File: src/verilog/lufc_pkg.sv
/*
 * Constants, field positions and types of the serial channel control-one window:
 * receive noise filter configuration and bus node (master/slave) control.
 * Assumes a single 40 MHz clock and APB register access with 32-bit data.
 */
// How it works
// - mode select 001b routes the control-one address to the noise filter configuration.
// - filter enable bit 7 low bypasses the filter, high sends all receive data through it.
// - filter width field bits 6:4 picks a 4-bit (000) up to 11-bit (111) up/down counter.
// - a wider counter rejects longer noise pulses and adds a longer delay.
// - mode select 010b routes the same address to the bus node control register.
// - master bit 7 gives master operation only if multiprocessor, parity and slave are off.
// - slave bit 6 gives slave operation only if multiprocessor, parity and master are off.
// - rate detect enable bit 5 turns on baud measurement only in slave operation.
// - with bit 4 set in slave mode, the measured character sets the done flag, which interrupts only when its mask bit 0 is set.
// - node state 00 sleep, 01 wait for break, 10 baud measurement, 11 active; hw advances.
// - in master mode the break length field gives 13 (00) up to 16 (11) bit times of break.
package lufc_pkg;
  // register indices; byte address is four times the index
  localparam logic [11:0] IDX_MODE = 12'hF40;
  localparam logic [11:0] IDX_CFG  = 12'hF41;
  localparam logic [11:0] IDX_CTL1 = 12'hF43;
  localparam logic [11:0] IDX_STAT = 12'hF44;
  localparam logic [11:0] IDX_MASK = 12'hF45;
  localparam logic [11:0] IDX_RATE = 12'hF46;

  localparam logic [2:0] MODE_SELECT_FIELD_FILTER = 3'h1;
  localparam logic [2:0] MODE_SELECT_FIELD_NODE   = 3'h2;

  localparam int FILT_EN_BIT = 7;
  localparam int FILT_W_LSB  = 4;
  localparam int MST_BIT     = 7;
  localparam int SLV_BIT     = 6;
  localparam int RDE_BIT     = 5;
  localparam int RDIE_BIT    = 4;
  localparam int STATE_LSB   = 2;
  localparam int CFG_MULTIPROCESSOR_ENABLE    = 0;
  localparam int CFG_PEN     = 1;
  localparam int CFG_SENDBRK = 2;

  localparam int ST_RATE_DONE = 0;
  localparam int ST_BRK_RX    = 1;
  localparam int ST_BRK_TX    = 2;

  localparam logic [7:0] CTL_RESET  = 8'h00;
  localparam logic [2:0] STAT_RESET = 3'h0;
  localparam int FILT_MAX_W = 11;

  localparam int CLK_MHZ     = 40;
  localparam int BIT_TIME_NS = 52083;
  localparam int BIT_CYCLES  = (BIT_TIME_NS * CLK_MHZ) / 1000;
  localparam int RX_BREAK_BITS  = 11;
  localparam int TX_BREAK_BASE  = 13;
  localparam int SYNC_FALLS     = 5;

  typedef enum logic [1:0] {
    NODE_SLEEP    = 2'h0,
    NODE_WAIT_BRK = 2'h1,
    NODE_RATE     = 2'h2,
    NODE_ACTIVE   = 2'h3
  } lufc_node_e;
endpackage

File: src/verilog/lufc_filt_if.sv
/*
 * Signals between the control logic and the receive noise filter.
 * Assumes rx_in is already synchronised to the one system clock.
 */
`timescale 1ns/1ps
`default_nettype none
interface lufc_filt_if;
  logic       enable;
  logic [2:0] width_sel;
  logic       rx_in;
  logic       rx_out;
  modport ctl  (output enable, output width_sel, output rx_in, input rx_out);
  modport filt (input enable, input width_sel, input rx_in, output rx_out);
endinterface
`default_nettype wire

File: src/verilog/lufc_noise_filter.sv
/*
 * Receive noise filter: saturating up/down counter of selectable width.
 * Assumes rx_in is synchronous and reset is synchronous, active high.
 */
`timescale 1ns/1ps
`default_nettype none
module lufc_noise_filter (
  input  wire logic   clk,
  input  wire logic   reset,
  lufc_filt_if.filt   f
);
  localparam int W = lufc_pkg::FILT_MAX_W;
  logic [W-1:0] cnt_q;
  logic [W-1:0] max_w;
  logic         out_q;

  always_comb max_w = {W{1'b1}} >> (3'h7 - f.width_sel);

  always_ff @(posedge clk) begin
    if (reset) begin
      cnt_q <= '0;
    end else if (!f.enable) begin
      // preload so enabling the filter causes no glitch
      cnt_q <= f.rx_in ? max_w : '0;
    end else if (cnt_q > max_w) begin
      cnt_q <= max_w;
    end else if (f.rx_in && cnt_q != max_w) begin
      cnt_q <= cnt_q + 1'b1;
    end else if (!f.rx_in && cnt_q != '0) begin
      cnt_q <= cnt_q - 1'b1;
    end
  end

  always_ff @(posedge clk) begin
    if (reset) begin
      out_q <= 1'b1;
    end else if (!f.enable) begin
      out_q <= f.rx_in;
    end else if (f.rx_in && cnt_q == max_w - 1'b1) begin
      out_q <= 1'b1;
    end else if (!f.rx_in && cnt_q == {{(W-1){1'b0}}, 1'b1}) begin
      out_q <= 1'b0;
    end
  end
  assign f.rx_out = out_q;

  property p_bypass;
    @(posedge clk) disable iff (reset) !f.enable |=> (f.rx_out == $past(f.rx_in));
  endproperty
  a_bypass: assert property (p_bypass) else $error("bypass path does not follow input");

  property p_rise_at_full;
    @(posedge clk) disable iff (reset)
      $past(f.enable) && f.enable && $rose(f.rx_out) |-> cnt_q == max_w;
  endproperty
  a_rise_at_full: assert property (p_rise_at_full) else $error("output rose before full");

  property p_cap;
    @(posedge clk) disable iff (reset)
      $past(f.enable) && $stable(f.width_sel) |-> cnt_q <= max_w;
  endproperty
  a_cap: assert property (p_cap) else $error("counter beyond selected width");

  c_filter_rise: cover property (@(posedge clk) disable iff (reset) f.enable && $rose(f.rx_out));
endmodule
`default_nettype wire

File: src/verilog/lufc_top.sv
/*
 * Serial channel control-one window: APB slave, mode-selected filter and
 * bus node registers, slave break/rate detection, master break send, interrupt.
 * Assumes a 40 MHz CLK, synchronous active-high RESET, and RXD from a pin.
 */
// Chosen here: the APB register port.
`timescale 1ns/1ps
`default_nettype none
module lufc_top #(
  parameter int BIT_CYC = lufc_pkg::BIT_CYCLES
) (
  input  wire logic        CLK,
  input  wire logic        RESET,
  input  wire logic        PSEL,
  input  wire logic        PENABLE,
  input  wire logic        PWRITE,
  input  wire logic [13:0] PADDR,
  input  wire logic [31:0] PWDATA,
  output logic      [31:0] PRDATA,
  output logic             PREADY,
  output logic             PSLVERR,
  input  wire logic        RXD,
  output logic             RXD_FILT,
  output logic             TXD,
  output logic             IRQ,
  output logic             MASTER_ACTIVE,
  output logic             SLAVE_ACTIVE,
  output logic      [1:0]  NODE_STATE
);
  logic [2:0]  mode_select_field_q;
  logic [2:0]  cfg_q;
  logic [7:0]  filt_q;
  logic [7:0]  node_q;
  logic [2:0]  stat_q;
  logic [2:0]  mask_q;
  logic [15:0] rate_q;
  logic        pready_q;
  logic        pslverr_q;
  logic [31:0] prdata_q;
  logic [2:0]  rx_sync_q;
  logic        rx_q;
  logic        rxf_prev_q;
  logic        txd_q;
  logic        irq_q;
  logic        mst_q;
  logic        slv_q;

  logic [11:0] idx;
  logic        access;
  logic        wr_fire;
  logic        mapped;
  logic        wr_ctl1;
  logic [31:0] rd_val;
  logic        mst_ok;
  logic        slv_ok;
  logic        rde_eff;
  logic        rx_f;
  logic        rx_fall;
  logic        brk_end;
  logic        rate_done;
  logic        brk_sent;
  logic [2:0]  stat_set;

  lufc_filt_if fif ();
  lufc_noise_filter lufc_noise_filter_inst (
    .clk   (CLK),
    .reset (RESET),
    .f     (fif.filt)
  );

  // pin synchroniser; the change counts once stages two and three agree
  always_ff @(posedge CLK) begin
    if (RESET) begin
      rx_sync_q <= 3'h7;
      rx_q      <= 1'b1;
    end else begin
      rx_sync_q <= {rx_sync_q[1:0], RXD};
      if (rx_sync_q[1] == rx_sync_q[2]) begin
        rx_q <= rx_sync_q[2];
      end
    end
  end

  assign fif.enable    = filt_q[lufc_pkg::FILT_EN_BIT];
  assign fif.width_sel = filt_q[lufc_pkg::FILT_W_LSB +: 3];
  assign fif.rx_in     = rx_q;
  assign rx_f          = fif.rx_out;

  // APB decode; one wait state, answer from flops
  always_comb begin
    idx     = PADDR[13:2];
    access  = PSEL && PENABLE;
    wr_fire = access && pready_q && PWRITE;
    mapped  = (idx == lufc_pkg::IDX_MODE) || (idx == lufc_pkg::IDX_CFG)
           || (idx == lufc_pkg::IDX_CTL1) || (idx == lufc_pkg::IDX_STAT)
           || (idx == lufc_pkg::IDX_MASK) || (idx == lufc_pkg::IDX_RATE);
    wr_ctl1 = wr_fire && idx == lufc_pkg::IDX_CTL1;
    rd_val  = 32'h0;
    case (idx)
      lufc_pkg::IDX_MODE: rd_val = {29'h0, mode_select_field_q};
      lufc_pkg::IDX_CFG:  rd_val = {30'h0, cfg_q[1:0]};
      lufc_pkg::IDX_CTL1: begin
        if (mode_select_field_q == lufc_pkg::MODE_SELECT_FIELD_FILTER) begin
          rd_val = {24'h0, filt_q};
        end else if (mode_select_field_q == lufc_pkg::MODE_SELECT_FIELD_NODE) begin
          rd_val = {24'h0, node_q};
        end
      end
      lufc_pkg::IDX_STAT: rd_val = {29'h0, stat_q};
      lufc_pkg::IDX_MASK: rd_val = {29'h0, mask_q};
      lufc_pkg::IDX_RATE: rd_val = {16'h0, rate_q};
      default:            rd_val = 32'h0;
    endcase
  end

  always_ff @(posedge CLK) begin
    if (RESET) begin
      pready_q  <= 1'b0;
      pslverr_q <= 1'b0;
      prdata_q  <= 32'h0;
    end else begin
      pready_q  <= access && !pready_q;
      pslverr_q <= access && !pready_q && !mapped;
      if (access && !pready_q && !PWRITE) begin
        prdata_q <= rd_val;
      end
    end
  end

  always_ff @(posedge CLK) begin
    if (RESET) begin
      mode_select_field_q <= 3'h0;
      cfg_q  <= 3'h0;
      mask_q <= 3'h0;
    end else begin
      cfg_q[lufc_pkg::CFG_SENDBRK] <= 1'b0;
      if (wr_fire && idx == lufc_pkg::IDX_MODE) begin
        mode_select_field_q <= PWDATA[2:0];
      end
      if (wr_fire && idx == lufc_pkg::IDX_CFG) begin
        cfg_q <= PWDATA[2:0];
      end
      if (wr_fire && idx == lufc_pkg::IDX_MASK) begin
        mask_q <= PWDATA[2:0];
      end
    end
  end

  always_ff @(posedge CLK) begin
    if (RESET) begin
      filt_q <= lufc_pkg::CTL_RESET;
    end else if (wr_ctl1 && mode_select_field_q == lufc_pkg::MODE_SELECT_FIELD_FILTER) begin
      filt_q <= {PWDATA[7:4], 4'h0};
    end
  end

  always_comb begin
    mst_ok  = node_q[lufc_pkg::MST_BIT] && !node_q[lufc_pkg::SLV_BIT]
           && !cfg_q[lufc_pkg::CFG_MULTIPROCESSOR_ENABLE] && !cfg_q[lufc_pkg::CFG_PEN];
    slv_ok  = node_q[lufc_pkg::SLV_BIT] && !node_q[lufc_pkg::MST_BIT]
           && !cfg_q[lufc_pkg::CFG_MULTIPROCESSOR_ENABLE] && !cfg_q[lufc_pkg::CFG_PEN];
    rde_eff = slv_ok && node_q[lufc_pkg::RDE_BIT];
  end

  // bit-time enable and break/sync measurement
  logic [15:0] bit_cnt_q;
  logic        bit_tick_q;
  logic [3:0]  low_bits_q;
  logic [2:0]  falls_q;
  logic [15:0] meas_q;
  logic [4:0]  brk_left_q;

  always_ff @(posedge CLK) begin
    if (RESET) begin
      bit_cnt_q  <= 16'h0;
      bit_tick_q <= 1'b0;
    end else begin
      bit_tick_q <= (bit_cnt_q == 16'(BIT_CYC - 1));
      bit_cnt_q  <= (bit_cnt_q == 16'(BIT_CYC - 1)) ? 16'h0 : bit_cnt_q + 16'h1;
    end
  end

  always_comb begin
    rx_fall   = rxf_prev_q && !rx_f;
    brk_end   = !rxf_prev_q && rx_f && low_bits_q >= 4'(lufc_pkg::RX_BREAK_BITS);
    rate_done = rx_fall && NODE_STATE == lufc_pkg::NODE_RATE
             && falls_q == 3'(lufc_pkg::SYNC_FALLS - 1);
    brk_sent  = brk_left_q == 5'h1 && bit_tick_q;
  end

  always_ff @(posedge CLK) begin
    if (RESET) begin
      rxf_prev_q <= 1'b1;
      low_bits_q <= 4'h0;
    end else begin
      rxf_prev_q <= rx_f;
      if (rx_f) begin
        low_bits_q <= 4'h0;
      end else if (bit_tick_q && low_bits_q != 4'hF) begin
        low_bits_q <= low_bits_q + 4'h1;
      end
    end
  end

  // sync character: first to fifth falling edge spans eight bit times
  always_ff @(posedge CLK) begin
    if (RESET) begin
      falls_q <= 3'h0;
      meas_q  <= 16'h0;
      rate_q  <= 16'h0;
    end else if (NODE_STATE != lufc_pkg::NODE_RATE) begin
      falls_q <= 3'h0;
      meas_q  <= 16'h0;
    end else begin
      if (falls_q != 3'h0 && meas_q != 16'hFFFF) begin
        meas_q <= meas_q + 16'h1;
      end
      if (rx_fall) begin
        falls_q <= falls_q + 3'h1;
      end
      if (rate_done) begin
        rate_q <= meas_q;
      end
    end
  end

  // node state, software write wins over hardware advance
  always_ff @(posedge CLK) begin
    if (RESET) begin
      node_q <= lufc_pkg::CTL_RESET;
    end else if (wr_ctl1 && mode_select_field_q == lufc_pkg::MODE_SELECT_FIELD_NODE) begin
      node_q <= PWDATA[7:0];
    end else if (slv_ok) begin
      case (lufc_pkg::lufc_node_e'(node_q[lufc_pkg::STATE_LSB +: 2]))
        lufc_pkg::NODE_WAIT_BRK: begin
          if (brk_end) begin
            node_q[lufc_pkg::STATE_LSB +: 2] <= rde_eff ? lufc_pkg::NODE_RATE
                                                        : lufc_pkg::NODE_ACTIVE;
          end
        end
        lufc_pkg::NODE_RATE: begin
          if (rate_done || !rde_eff) begin
            node_q[lufc_pkg::STATE_LSB +: 2] <= lufc_pkg::NODE_ACTIVE;
          end
        end
        default: begin
        end
      endcase
    end
  end

  // master break of 13 + code bit times
  always_ff @(posedge CLK) begin
    if (RESET) begin
      brk_left_q <= 5'h0;
      txd_q      <= 1'b1;
    end else begin
      if (cfg_q[lufc_pkg::CFG_SENDBRK] && mst_ok && brk_left_q == 5'h0) begin
        brk_left_q <= 5'(lufc_pkg::TX_BREAK_BASE) + {3'h0, node_q[1:0]};
      end else if (bit_tick_q && brk_left_q != 5'h0) begin
        brk_left_q <= brk_left_q - 5'h1;
      end
      txd_q <= !(brk_left_q != 5'h0 && !brk_sent);
    end
  end

  // done flag only with its enable in slave mode
  always_comb begin
    stat_set = 3'h0;
    stat_set[lufc_pkg::ST_RATE_DONE] = rate_done && rde_eff && node_q[lufc_pkg::RDIE_BIT];
    stat_set[lufc_pkg::ST_BRK_RX]    = brk_end && slv_ok;
    stat_set[lufc_pkg::ST_BRK_TX]    = brk_sent;
  end

  // write one to clear; a same-cycle event wins
  always_ff @(posedge CLK) begin
    if (RESET) begin
      stat_q <= lufc_pkg::STAT_RESET;
    end else begin
      stat_q <= (stat_q & ~((wr_fire && idx == lufc_pkg::IDX_STAT) ? PWDATA[2:0] : 3'h0))
              | stat_set;
    end
  end

  always_ff @(posedge CLK) begin
    if (RESET) begin
      irq_q <= 1'b0;
      mst_q <= 1'b0;
      slv_q <= 1'b0;
    end else begin
      irq_q <= |(stat_q & mask_q);
      mst_q <= mst_ok;
      slv_q <= slv_ok;
    end
  end

  assign PRDATA        = prdata_q;
  assign PREADY        = pready_q;
  assign PSLVERR       = pslverr_q;
  assign RXD_FILT      = rx_f;
  assign TXD           = txd_q;
  assign IRQ           = irq_q;
  assign MASTER_ACTIVE = mst_q;
  assign SLAVE_ACTIVE  = slv_q;
  assign NODE_STATE    = node_q[lufc_pkg::STATE_LSB +: 2];

  // helper: length of the last low stretch on TXD
  logic [19:0] txd_low_q;
  always_ff @(posedge CLK) begin
    if (RESET || TXD) begin
      txd_low_q <= 20'h0;
    end else if (txd_low_q != 20'hFFFFF) begin
      txd_low_q <= txd_low_q + 20'h1;
    end
  end

  property p_filt_route;
    @(posedge CLK) disable iff (RESET)
      wr_ctl1 && mode_select_field_q == lufc_pkg::MODE_SELECT_FIELD_FILTER
      |=> filt_q == {$past(PWDATA[7:4]), 4'h0};
  endproperty
  a_filt_route: assert property (p_filt_route) else $error("filter window write lost");

  property p_node_route;
    @(posedge CLK) disable iff (RESET)
      wr_ctl1 && mode_select_field_q == lufc_pkg::MODE_SELECT_FIELD_NODE |=> node_q == $past(PWDATA[7:0]) && $stable(filt_q);
  endproperty
  a_node_route: assert property (p_node_route) else $error("node window write misrouted");

  property p_master_excl;
    @(posedge CLK) disable iff (RESET)
      $past(node_q[lufc_pkg::SLV_BIT]) || $past(cfg_q[1:0]) != 2'h0 |-> !MASTER_ACTIVE;
  endproperty
  a_master_excl: assert property (p_master_excl) else $error("master despite conflict");

  property p_slave_excl;
    @(posedge CLK) disable iff (RESET)
      $past(node_q[lufc_pkg::MST_BIT]) || $past(cfg_q[1:0]) != 2'h0 |-> !SLAVE_ACTIVE;
  endproperty
  a_slave_excl: assert property (p_slave_excl) else $error("slave despite conflict");

  property p_rate_gate;
    @(posedge CLK) disable iff (RESET)
      $rose(stat_q[lufc_pkg::ST_RATE_DONE]) |-> $past(rde_eff && node_q[lufc_pkg::RDIE_BIT]);
  endproperty
  a_rate_gate: assert property (p_rate_gate) else $error("done flag without enable");

  property p_rate_state;
    @(posedge CLK) disable iff (RESET)
      !$past(wr_ctl1) && $past(NODE_STATE) == lufc_pkg::NODE_WAIT_BRK
      && NODE_STATE == lufc_pkg::NODE_RATE |-> $past(rde_eff);
  endproperty
  a_rate_state: assert property (p_rate_state) else $error("measurement without enable");

  property p_irq;
    @(posedge CLK) disable iff (RESET) |(stat_q & mask_q) |=> IRQ;
  endproperty
  a_irq: assert property (p_irq) else $error("unmasked status without interrupt");

  property p_brk_len;
    @(posedge CLK) disable iff (RESET)
      $rose(TXD) |-> $past(txd_low_q) >= 20'(12 * BIT_CYC - 1);
  endproperty
  a_brk_len: assert property (p_brk_len) else $error("transmitted break too short");

  c_rate_done: cover property (@(posedge CLK) disable iff (RESET) rate_done && rde_eff);
  c_brk_sent:  cover property (@(posedge CLK) disable iff (RESET) brk_sent);
  c_err:       cover property (@(posedge CLK) disable iff (RESET) PSLVERR && PREADY);
endmodule
`default_nettype wire

File: config.mk
export PLATFORM = sky130hd
export DESIGN_NAME = lufc_top
export DESIGN_NICKNAME = d
export VERILOG_FILES = /design/src/verilog/lufc_pkg.sv /design/src/verilog/lufc_filt_if.sv /design/src/verilog/lufc_noise_filter.sv /design/src/verilog/lufc_top.sv
export SDC_FILE = /design/constraint.sdc
export NUM_CORES = 1
export LEC_CHECK = 0
export BUFFER_PORTS_ARGS = -buffer_cell sky130_fd_sc_hd__buf_4
export CAP_MARGIN = 15
export CELL_PAD_IN_SITES_DETAIL_PLACEMENT = 0
export CELL_PAD_IN_SITES_GLOBAL_PLACEMENT = 1
export CORE_AREA = 2 2 111 140
export DETAILED_ROUTE_END_ITERATION = 7
export DIE_AREA = 0 0 113 142
export HOLD_SLACK_MARGIN = 0.06
export PLACE_DENSITY_LB_ADDON = 0.1
export SETUP_SLACK_MARGIN = 0.1
export SLEW_MARGIN = 20
export SYNTH_ARGS = -nofsm -noshare
export SYNTH_HDL_FRONTEND = slang
export SYNTH_SLANG_ARGS = --single-unit
export TNS_END_PERCENT = 30
File: constraint.sdc
create_clock -name CLK -period 3.4 [get_ports CLK]
set_input_delay 0.68 -clock CLK [delete_from_list [all_inputs] [get_ports CLK]]
set_output_delay 0.68 -clock CLK [all_outputs]
set_load 0.005 [all_outputs]
==> flow_summary.yaml, run 1 <==
worst_hold_path:
  min_path_type: "reg -> reg"
  min_path_cells: 1
grt:
  grt_usage_pct: 20.4
  grt_max_degree: 41
  overflow: 0
  grt_antenna_before_repair: 0
  grt_pass1_wl_um: 26000
  grt_pass1_vias: 5113
power_and_ir_drop:
  clockPowerShare_pct: 53.0
  power_leakage_uw: 0.00284
  p_int_uw: 2670
  p_comb_share_pct: 3.3
  powerDensity_nw_per_um2: 464
  p_sw_share_pct: 20.9
  vdd_drop_max_mv: 0.343
  seqPwrFrac_pct: 43.7
  switching_power_uw: 705
job:
  maxCapViolCount: 0
setup_path:
  crit_fanout: 10
  critPathKind: "reg -> reg"
  cp_top_family: "compound AO/OA/AOI/OAI gates"
  max_stage_delay_ns: 0.53
  crit_path_top_delay_cell: "dfxtp_1"
  crit_cells: 10
  cp_cell_sequence: "and2_1, nand2_1, ha_1, and3_1, o21ai_0, o31a_1, or2_1, buf_4, o311a_1, o32ai_1"
  worst_setup_path_end_kind: "flop"
  crit_buf_inv: 1
  start_kind: "flop"
  crit_arrival_ns: 3.25
  rr_worst_depth: 10
  worstPathRequired_ns: 3.72
status:
  status: "finished with violations"
  violations: "design-rule violations"
drt:
  wl_per_cell_um: 16.7
  postRouteAntennaNets: 0
  drtPass1Iterations: 8
  vias: 5306
  detail_route.iter0.violations: 332
  vias_per_cell: 5.51
  routed_wl_um: 16000
  drc: 1
floorplan:
  start_util_pct: 42.2
  die_area_sq_um: 16000
  pin_count: 93
  die_x_um: 113
  core_area_sq_um: 14800
  die_y_um: 142
  rows: 50
synthesis:
  synth_top_cell_by_area: "dfxtp_1"
  netlist_area_sq_um: 6220
  ys_ff_latch: 124
  synth_area_per_cell_sq_um: 8.57
  synthCells: 726
  seq_area_frac_synth_pct: 39.9
  synthArstFlopShare_pct: 0
  synth_cell_types: 68
  synth_area_leaders: "dfxtp_1, nor2_1, mux2i_1"
  yosysTopAreaCellShare_pct: 39.9
  ys_warn_count: 0
  synth_edf_count: 0
  synthFlopType: "dfxtp_1"
sta:
  tns_ns: 0
  period_needed_ns: 2.93
  fmax_mhz: 341
  rsz0062_at_grt: "no"
  hold_viol: 0
  tightest_slew_ns: 0.920
  min_period_over_period_pct: 86.2
  relSlewSlack_pct: 37.9
  final_max_slew_viol_count: 0
  finalSetupViolCount: 0
  fin_worst_skew_ns: 0.00670
  whs_ns: 0.412
placed_design:
  gp_congestion: 0.884
  dpl.hpwl_um: 11600
  io_buffers: 50
finish:
  drive_gt1_share_pct: 13.3
  final-seq-area_sq_um: 2480
  area_growth_pct: 17.0
  n_fill_cell: 1442
  multi_input_comb_area_sq_um: 3420
  nets: 845
  antenna_cells: 0
cts:
  cts_buffer_depth: 2
  cts_tree: "done"
  cts_hold_buf: 0
  clk_pin_slew_ns: 0.05
  clock-sinks: 124
  insertion_delay_ns: 0.41
  cts_buffers: 17
  clock-root-buffer: "clkbuf_16"
  cts_resized: 0
  h-tree-depth: 4
  postCtsSetupRepairBufs: 0
[worst register-to-register path, cell delays in order (launching register included)]
cell     delay, ns
dfxtp_1       0.53
and2_1        0.26
nand2_1       0.12
ha_1          0.35
and3_1        0.19
o21ai_0       0.09
o31a_1        0.42
or2_1         0.27
buf_4         0.18
o311a_1       0.30
o32ai_1       0.12
[synthesized netlist by cell type, drive strengths merged (9+ instances only)]
library cell	number
nand3	40
nand4	15
and3	16
xor2	19
ha	23
buf	26
a21oi	44
o21ai	24
nor3	20
dfxtp	124
nor2	103
nor2b	9
xnor2	18
nand2	44
mux2i	34
clkbuf	26
inv	25
[per-stage QoR]
stage                     setup WS, ns  cells  power [uW]  utilization (%)  instance area, sq um
after floorplan                  0.826    741        1580                -                  6280
after global placement           0.486    933        1620             45.3                  6690
after detailed placement         0.493    933        1620             45.3                  6690
after CTS                        0.491    963        3420             49.3                  7280
after global routing             0.318    963        3510             49.3                  7280
final                            0.469    963        3380             49.3                  7280
[final timing paths]
check,start,endpoint,slack (ns)
worst max-delay path,filt_q[6]$_SDFFE_PP0P_,lufc_noise_filter_inst.cnt_q[6]$_SDFFE_PP0P_,0.47
worst min-delay path,rx_sync_q[0]$_SDFF_PP1_,rx_sync_q[1]$_SDFF_PP1_,0.41
worst max register to register,filt_q[6]$_SDFFE_PP0P_,lufc_noise_filter_inst.cnt_q[6]$_SDFFE_PP0P_,0.47
worst min register to register,rx_sync_q[0]$_SDFF_PP1_,rx_sync_q[1]$_SDFF_PP1_,0.41
[cell type report]
type | instances | area share, %
clock buffer | 24 | 6.89
clock inverter | 6 | 1.17
inverter | 26 | 1.34
multi-input combinational | 539 | 47.0
sequential | 124 | 34.1
tap | 182 | 3.13
timing repair buffer | 62 | 6.39
[power by group through the flow]
stage | clock [uW] | sequential [uW] | combinational [uW]
floorplan | 0 | 1500 | 81.4
CTS | 1830 | 1480 | 113
global placement | 0 | 1510 | 111
global route | 1910 | 1480 | 124
detailed placement | 0 | 1510 | 113
finish | 1790 | 1480 | 112
[per-layer routing]
metal | global-route usage, % | routed length, um | vias to the layer above
met5 | 0 | 0 | -
met1 | 25.0 | 7010 | 2512
met3 | 4.56 | 846 | 24
li1 | - | - | 2644
met2 | 35.0 | 7910 | 126
met4 | 7.70 | 281 | 0
[layout by cell type (no fill, tap or decap), types with 3 or more instances in the layout]
| cell type | n |
|---|---|
| dfxtp_1 | 124 |
| nor2_1 | 103 |
| buf_4 | 62 |
| a21oi_1 | 44 |
| nand2_1 | 44 |
| nand3_1 | 40 |
| mux2i_1 | 34 |
| inv_1 | 25 |
| o21ai_0 | 24 |
| ha_1 | 23 |
| nor3_1 | 20 |
| xor2_1 | 19 |
| xnor2_1 | 18 |
| clkbuf_16 | 17 |
| and3_1 | 16 |
| conb_1 | 16 |
| nand4_1 | 15 |
| nor2b_1 | 9 |
| nand2b_1 | 8 |
| or3_1 | 8 |
| nor4b_1 | 6 |
| a31oi_1 | 6 |
| or2_2 | 5 |
| a2bb2oi_1 | 5 |
| nor4_1 | 5 |
| o32ai_1 | 5 |
| a221oi_1 | 5 |
| a22oi_1 | 5 |
| clkbuf_8 | 5 |
| and4_1 | 4 |
| o31a_1 | 4 |
| a22o_1 | 4 |
| and2_1 | 3 |
[sequential cells by signal, summed over array words and instances (netlist names), 3 cells and up]
| register | flops |
|---|---|
| mask_q | 3 |
| low_bits_q | 4 |
| mode_select_field_q | 3 |
| bit_cnt_q | 16 |
| falls_q | 3 |
| brk_left_q | 5 |
| filt_q | 4 |
| meas_q | 16 |
| PRDATA | 16 |
| rate_q | 16 |
| rx_sync_q | 3 |
| lufc_noise_filter_inst.cnt_q | 11 |
| cfg_q | 3 |
| node_q | 8 |
| stat_q | 3 |
[logic make-up after synthesis]
group | count (synthesis) | share of synthesized area [%]
mux | 36 | 6.19
xor+xnor | 37 | 5.21
simple gates | 295 | 23.5
other cells | 1 | 0.0602
buf+inv | 78 | 6.07
compound gates | 132 | 14.4
fa+ha+maj | 23 | 4.62
flops | 124 | 39.9
No activity file was read; power rests on OpenSTA's default activity.
==> inputs of run 2 (changes only) <==
--- a/config.mk
+++ b/config.mk
@@ -9,14 +9,15 @@
 export CAP_MARGIN = 15
 export CELL_PAD_IN_SITES_DETAIL_PLACEMENT = 0
 export CELL_PAD_IN_SITES_GLOBAL_PLACEMENT = 1
-export CORE_AREA = 2 2 111 140
+export CORE_AREA = 2 2 114 144
 export DETAILED_ROUTE_END_ITERATION = 7
-export DIE_AREA = 0 0 113 142
+export DIE_AREA = 0 0 116 146
 export HOLD_SLACK_MARGIN = 0.06
 export PLACE_DENSITY_LB_ADDON = 0.1
 export SETUP_SLACK_MARGIN = 0.1
 export SLEW_MARGIN = 20
 export SYNTH_ARGS = -nofsm -noshare
 export SYNTH_HDL_FRONTEND = slang
+export SYNTH_HIERARCHICAL = 1
 export SYNTH_SLANG_ARGS = --single-unit
 export TNS_END_PERCENT = 30
==> flow_summary.yaml, run 2 <==
finish:
  antenna_cells: 0
  area_growth_pct: 16.7
  layout_commonest_cell: "dfxtp_1"
  mostFrequentLayoutCells: "dfxtp_1, nor2_1, buf_4, nand2_1, a21oi_1"
  drive_gt1_share_pct: 14.7
  stdcell_area_sq_um: 7710
  nets: 885
synthesis:
  synth_top_cell_by_area: "dfxtp_1"
  synth_cell_types: 84
  synth_edf_count: 0
  netlist_area_sq_um: 6600
  muxShareOfSynthArea_pct: 6.67
  synthArstFlopShare_pct: 0
  ys_ff_latch: 124
  seq_area_frac_synth_pct: 37.6
  synth_area_leaders: "dfxtp_1, nor2_1, mux2i_1"
  yosys.area_share.xor_xnor_pct: 4.51
  synthCells: 775
  yosysTopAreaCellShare_pct: 37.6
  synthAdderAreaFrac_pct: 4.36
  synth-compound-area-share_pct: 15.9
  synth_top_family_by_area: "simple AND/OR/NAND/NOR gates"
  ys_warn_count: 6
  synthSimpleGateAreaFrac_pct: 24.9
  synthMostInstantiatedCell: "dfxtp_1"
  synth_area_per_cell_sq_um: 8.52
  synthFlopType: "dfxtp_1"
  synth.top_cells.by_count: "dfxtp_1, nor2_1, nand2_1, a21oi_1, mux2i_1"
floorplan:
  pin_count: 93
  start_util_pct: 42.8
  core_area_sq_um: 15400
  die_x_um: 116
  rows: 51
  die_area_sq_um: 16900
  die_y_um: 146
drt:
  drtPass1Iterations: 7
  postRouteAntennaNets: 0
  routed_wl_um: 16600
  vias: 5586
  drc: 0
  wl_per_cell_um: 16.0
  detail_route.iter0.violations: 274
  vias_per_cell: 5.40
setup_path:
  cpMostUsedCell: "and3_1"
  r2r-end: "lufc_noise_filter_inst/cnt_q[1]$_SDFFE_PP0P_"
  cp_cell_sequence: "and3_1, inv_1, ha_1, and3_1, o21ai_0, a31oi_4, nor2_1, o211ai_2, mux2i_1"
  r2r_start: "filt_q[6]$_SDFFE_PP0P_"
  cp_top_family: "compound AO/OA/AOI/OAI gates"
  rr_worst_depth: 9
  crit_arrival_ns: 3.37
  reg2reg_slack_ns: 0.38
  worstPathRequired_ns: 3.75
  crit_buf_inv: 1
  max_stage_delay_ns: 0.55
  critPathKind: "reg -> reg"
  start_kind: "flop"
  crit_fanout: 12
  crit_path_top_delay_cell: "dfxtp_1"
  worst_setup_path_end_kind: "flop"
grt:
  overflow: 0
  grt_antenna_before_repair: 0
  grt_max_degree: 30
  grt_pass1_wl_um: 27500
  grt_use_met2_pct: 33.6
  grt_use_met3_pct: 5.21
  grt_usage_pct: 20.3
  grt_pass1_vias: 5551
  use_met1_pct: 25.4
  grt.busiest_layer: "met2"
sta:
  whs_ns: 0.416
  fin_worst_skew_ns: 0.00644
  hold_viol: 0
  finalSetupViolCount: 0
  tightest_slew_ns: 0.920
  fmax_mhz: 331
  relSlewSlack_pct: 38.5
  tns_ns: 0
  rsz0062_at_grt: "no"
  period_needed_ns: 3.02
  final_max_slew_viol_count: 0
  min_period_over_period_pct: 88.9
power_and_ir_drop:
  power.total_uw: 3580
  power_leakage_uw: 0.00309
  vdd_drop_max_mv: 0.360
  powerDensity_nw_per_um2: 464
cts:
  cts_hold_buf: 0
  clk_pin_slew_ns: 0.06
  clock-sinks: 124
  clock-root-buffer: "clkbuf_16"
  h-tree-depth: 4
  cts_buffers: 17
  cts_tree: "done"
  cts_buffer_depth: 2
  insertion_delay_ns: 0.42
worst_hold_path:
  min_path_cells: 1
  holdCritStartpoint: "rx_sync_q[0]$_SDFF_PP1_"
  min_to: "rx_sync_q[1]$_SDFF_PP1_"
  min_path_type: "reg -> reg"
placed_design:
  dpl.hpwl_um: 12100
  io_buffers: 50
  gp_congestion: 0.865
  postPlaceCellArea_sq_um: 7060
status:
  status: "finished, final reports clean"
job:
  maxCapViolCount: 0
## run 2: where the power goes
part	internal [uW]	leakage (uW)	switching, uW
logic	58.2	0.00178	80.4
registers	1470	0.00100	14.3
clock network	1240	0.000306	719
total	2760	0.00309	814
## run 2: how the worst max path moves through the flow
stage	from	endpoint	slack [ns]	depth (start not counted)
after floorplan	filt_q[6]$_SDFFE_PP0P_	lufc_noise_filter_inst/cnt_q[3]$_SDFFE_PP0P_	0.79	12
after global placement	filt_q[6]$_SDFFE_PP0P_	lufc_noise_filter_inst/cnt_q[6]$_SDFFE_PP0P_	0.45	9
after detailed placement	filt_q[6]$_SDFFE_PP0P_	lufc_noise_filter_inst/cnt_q[6]$_SDFFE_PP0P_	0.36	9
after CTS	filt_q[6]$_SDFFE_PP0P_	lufc_noise_filter_inst/cnt_q[6]$_SDFFE_PP0P_	0.35	9
after global routing	filt_q[6]$_SDFFE_PP0P_	lufc_noise_filter_inst/cnt_q[8]$_SDFFE_PP0P_	0.18	9
final	filt_q[6]$_SDFFE_PP0P_	lufc_noise_filter_inst/cnt_q[1]$_SDFFE_PP0P_	0.38	9
## run 2: logic make-up (layout without fill, tap and decap cells)
| logic type | count (synthesis) | after routing |
|---|---|---|
| AND/OR/NAND/NOR | 324 | 324 |
| AO/OA/AOI/OAI | 147 | 147 |
| flip-flops | 124 | 124 |
| buffers and inverters | 80 | 113 |
| multiplexers | 42 | 42 |
| XOR/XNOR | 34 | 34 |
| adder cells (fa/ha/maj) | 23 | 23 |
| other | 1 | 16 |
## run 2: cell type report
cell class	instances	area, sq um
clock inverters	15	213
flip-flops and latches	124	2480
well taps	212	265
multi-input cells	586	3780
repair buffers	62	465
fillers	1490	7730
clock buffers	17	425
inverters	19	71.3
## run 2: metal layers
metal  wire length (um)  share of wire [%]
met4                288                1.7
met1               7510                 45
met3                688                4.1
met5                  0                  0
met2               8120                 49
## run 2: through the flow
step / instances / setup slack [ns] / util [%]
after floorplan: 790 / 0.791 / -
final: 1035 / 0.376 / 49.9
after CTS: 1035 / 0.351 / 49.9
after global routing: 1035 / 0.180 / 49.9
after global placement: 1003 / 0.454 / 45.7
after detailed placement: 1003 / 0.363 / 45.7
## run 2: what timing repair did
item | CTS | global route
setup buffers | 0 | 0
resized for setup | 0 | 1
endpoints found under the setup margin | 0 | 1
==> inputs of run 3 (changes only) <==
--- a/config.mk
+++ b/config.mk
@@ -14,6 +14,7 @@
 export DIE_AREA = 0 0 116 146
 export HOLD_SLACK_MARGIN = 0.06
 export PLACE_DENSITY_LB_ADDON = 0.1
+export REMOVE_ABC_BUFFERS = 1
 export SETUP_SLACK_MARGIN = 0.1
 export SLEW_MARGIN = 20
 export SYNTH_ARGS = -nofsm -noshare
==> flow_summary.yaml, run 3 (synthesis results as in run 2) <==
finish:
  multi_input_comb_area_sq_um: 3780
  area_growth_pct: 16.0
  n_fill_cell: 1515
  nets: 885
  layout_commonest_cell: "dfxtp_1"
  drive_gt1_share_pct: 14.5
  final_cells: 1034
  antenna_cells: 0
  final-seq-area_sq_um: 2480
  mostFrequentLayoutCells: "dfxtp_1, nor2_1, buf_4, nand2_1, a21oi_1"
cts:
  clk_pin_slew_ns: 0.05
  clock-sinks: 124
  clock-root-buffer: "clkbuf_16"
  h-tree-depth: 4
  postCtsSetupRepairBufs: 0
  cts_hold_buf: 0
  cts_resized: 0
  cts_buffer_depth: 2
  cts_buffers: 17
  insertion_delay_ns: 0.42
  cts_tree: "done"
placed_design:
  io_buffers: 50
  gp_congestion: 0.874
  pre_cts_ws_ns: 0.486
  dpl.hpwl_um: 11800
  dpl.cell_count: 1003
sta:
  whs_ns: 0.407
  finalSetupViolCount: 0
  tightest_slew_ns: 0.885
  min_period_over_period_pct: 87.7
  layout_setup_ws_ns: 0.419
  tns_ns: 0
  rsz0062_at_grt: "no"
  hold_viol: 0
  fin_worst_skew_ns: 0.00714
  relSlewSlack_pct: 40.9
  final_max_slew_viol_count: 0
  fmax_mhz: 335
  period_needed_ns: 2.98
drt:
  routed_wl_um: 16400
  drc: 0
  drtPass1Iterations: 5
  vias: 5577
  vias_per_cell: 5.39
  postRouteAntennaNets: 0
  detail_route.iter0.violations: 288
  wl_per_cell_um: 15.9
grt:
  grt_max_degree: 48
  grt_pass1_vias: 5396
  grt_antenna_before_repair: 0
  grt_usage_pct: 20.2
  overflow: 0
  grt_pass1_wl_um: 27200
setup_path:
  reg2reg_slack_ns: 0.42
  r2r-end: "lufc_noise_filter_inst/cnt_q[3]$_SDFFE_PP0P_"
  crit_arrival_ns: 3.31
  rr_worst_depth: 9
  worst_setup_path_end_kind: "flop"
  start_kind: "flop"
  critPathKind: "reg -> reg"
  worstPathRequired_ns: 3.73
  crit_fanout: 12
  r2r_start: "filt_q[6]$_SDFFE_PP0P_"
power_and_ir_drop:
  power_leakage_uw: 0.00308
  power.total_uw: 3460
  clockPowerShare_pct: 53.1
  p_sw_share_pct: 21.6
  seqPwrFrac_pct: 42.8
  p_comb_share_pct: 4.1
  switching_power_uw: 748
  p_int_uw: 2710
  powerDensity_nw_per_um2: 451
  vdd_drop_max_mv: 0.302
worst_hold_path:
  min_path_cells: 1
  min_to: "rx_sync_q[1]$_SDFF_PP1_"
  min_path_type: "reg -> reg"
  holdCritStartpoint: "rx_sync_q[0]$_SDFF_PP1_"
floorplan:
  start_util_pct: 42.8
  die_x_um: 116
  pin_count: 93
  die_area_sq_um: 16900
  core_area_sq_um: 15400
  die_y_um: 146
  rows: 51
job:
  maxCapViolCount: 0
status:
  status: "finished, final reports clean"
==> run 3: per-layer routing <==
| layer | routed length [um] | vias up | global-route usage (%) | share of wire [%] |
|---|---|---|---|---|
| met2 | 7990 | 90 | 32.5 | 49 |
| met4 | 334 | 0 | 7.62 | 2.0 |
| met5 | 0 | - | 0 | 0 |
| li1 | - | 2819 | - | - |
| met3 | 545 | 24 | 4.50 | 3.3 |
| met1 | 7560 | 2644 | 26.2 | 46 |
==> run 3: layout make-up <==
type,instances,area share [%]
clock inverters,11,1.88
inverters,19,0.931
flip-flops and latches,124,32.4
clock buffers,20,5.96
multi-input cells,586,49.3
well taps,212,3.46
repair buffers,62,6.07
==> run 3: power by group through the flow <==
stage | Sequential (uW) | Clock (uW) | Combinational [uW]
2_1_floorplan | 1510 | 0 | 61.1
3_3_place_gp | 1510 | 0 | 137
3_5_place_dp | 1510 | 0 | 139
4_1_cts | 1480 | 1890 | 140
5_1_grt | 1480 | 1940 | 155
6_report | 1480 | 1840 | 140
==> run 3: critical path, stage by stage, from the launching register on <==
cell	delay [ns]
dfxtp_1	0.55
and3_1	0.30
inv_1	0.06
ha_1	0.28
and3_1	0.35
o21ai_0	0.27
a21oi_2	0.43
a21oi_1	0.23
and3b_1	0.22
nor4_2	0.19
==> run 3: through the flow <==
stage	cell area, sq um	util [%]
after floorplan	6330	-
after global placement	7060	45.7
after detailed placement	7060	45.7
after CTS	7660	49.6
after global routing	7660	49.6
final	7660	49.6
==> run 3: how the worst max path moves through the flow <==
stage	slack, ns	to	startpoint	cells after the start
floorplan	0.87	lufc_noise_filter_inst/cnt_q[7]$_SDFFE_PP0P_	filt_q[6]$_SDFFE_PP0P_	9
global placement	0.52	lufc_noise_filter_inst/cnt_q[6]$_SDFFE_PP0P_	filt_q[6]$_SDFFE_PP0P_	9
detailed placement	0.49	lufc_noise_filter_inst/cnt_q[3]$_SDFFE_PP0P_	filt_q[6]$_SDFFE_PP0P_	9
CTS	0.44	lufc_noise_filter_inst/cnt_q[3]$_SDFFE_PP0P_	filt_q[6]$_SDFFE_PP0P_	9
global route	0.18	lufc_noise_filter_inst/cnt_q[3]$_SDFFE_PP0P_	filt_q[6]$_SDFFE_PP0P_	8
finish	0.42	lufc_noise_filter_inst/cnt_q[3]$_SDFFE_PP0P_	filt_q[6]$_SDFFE_PP0P_	9
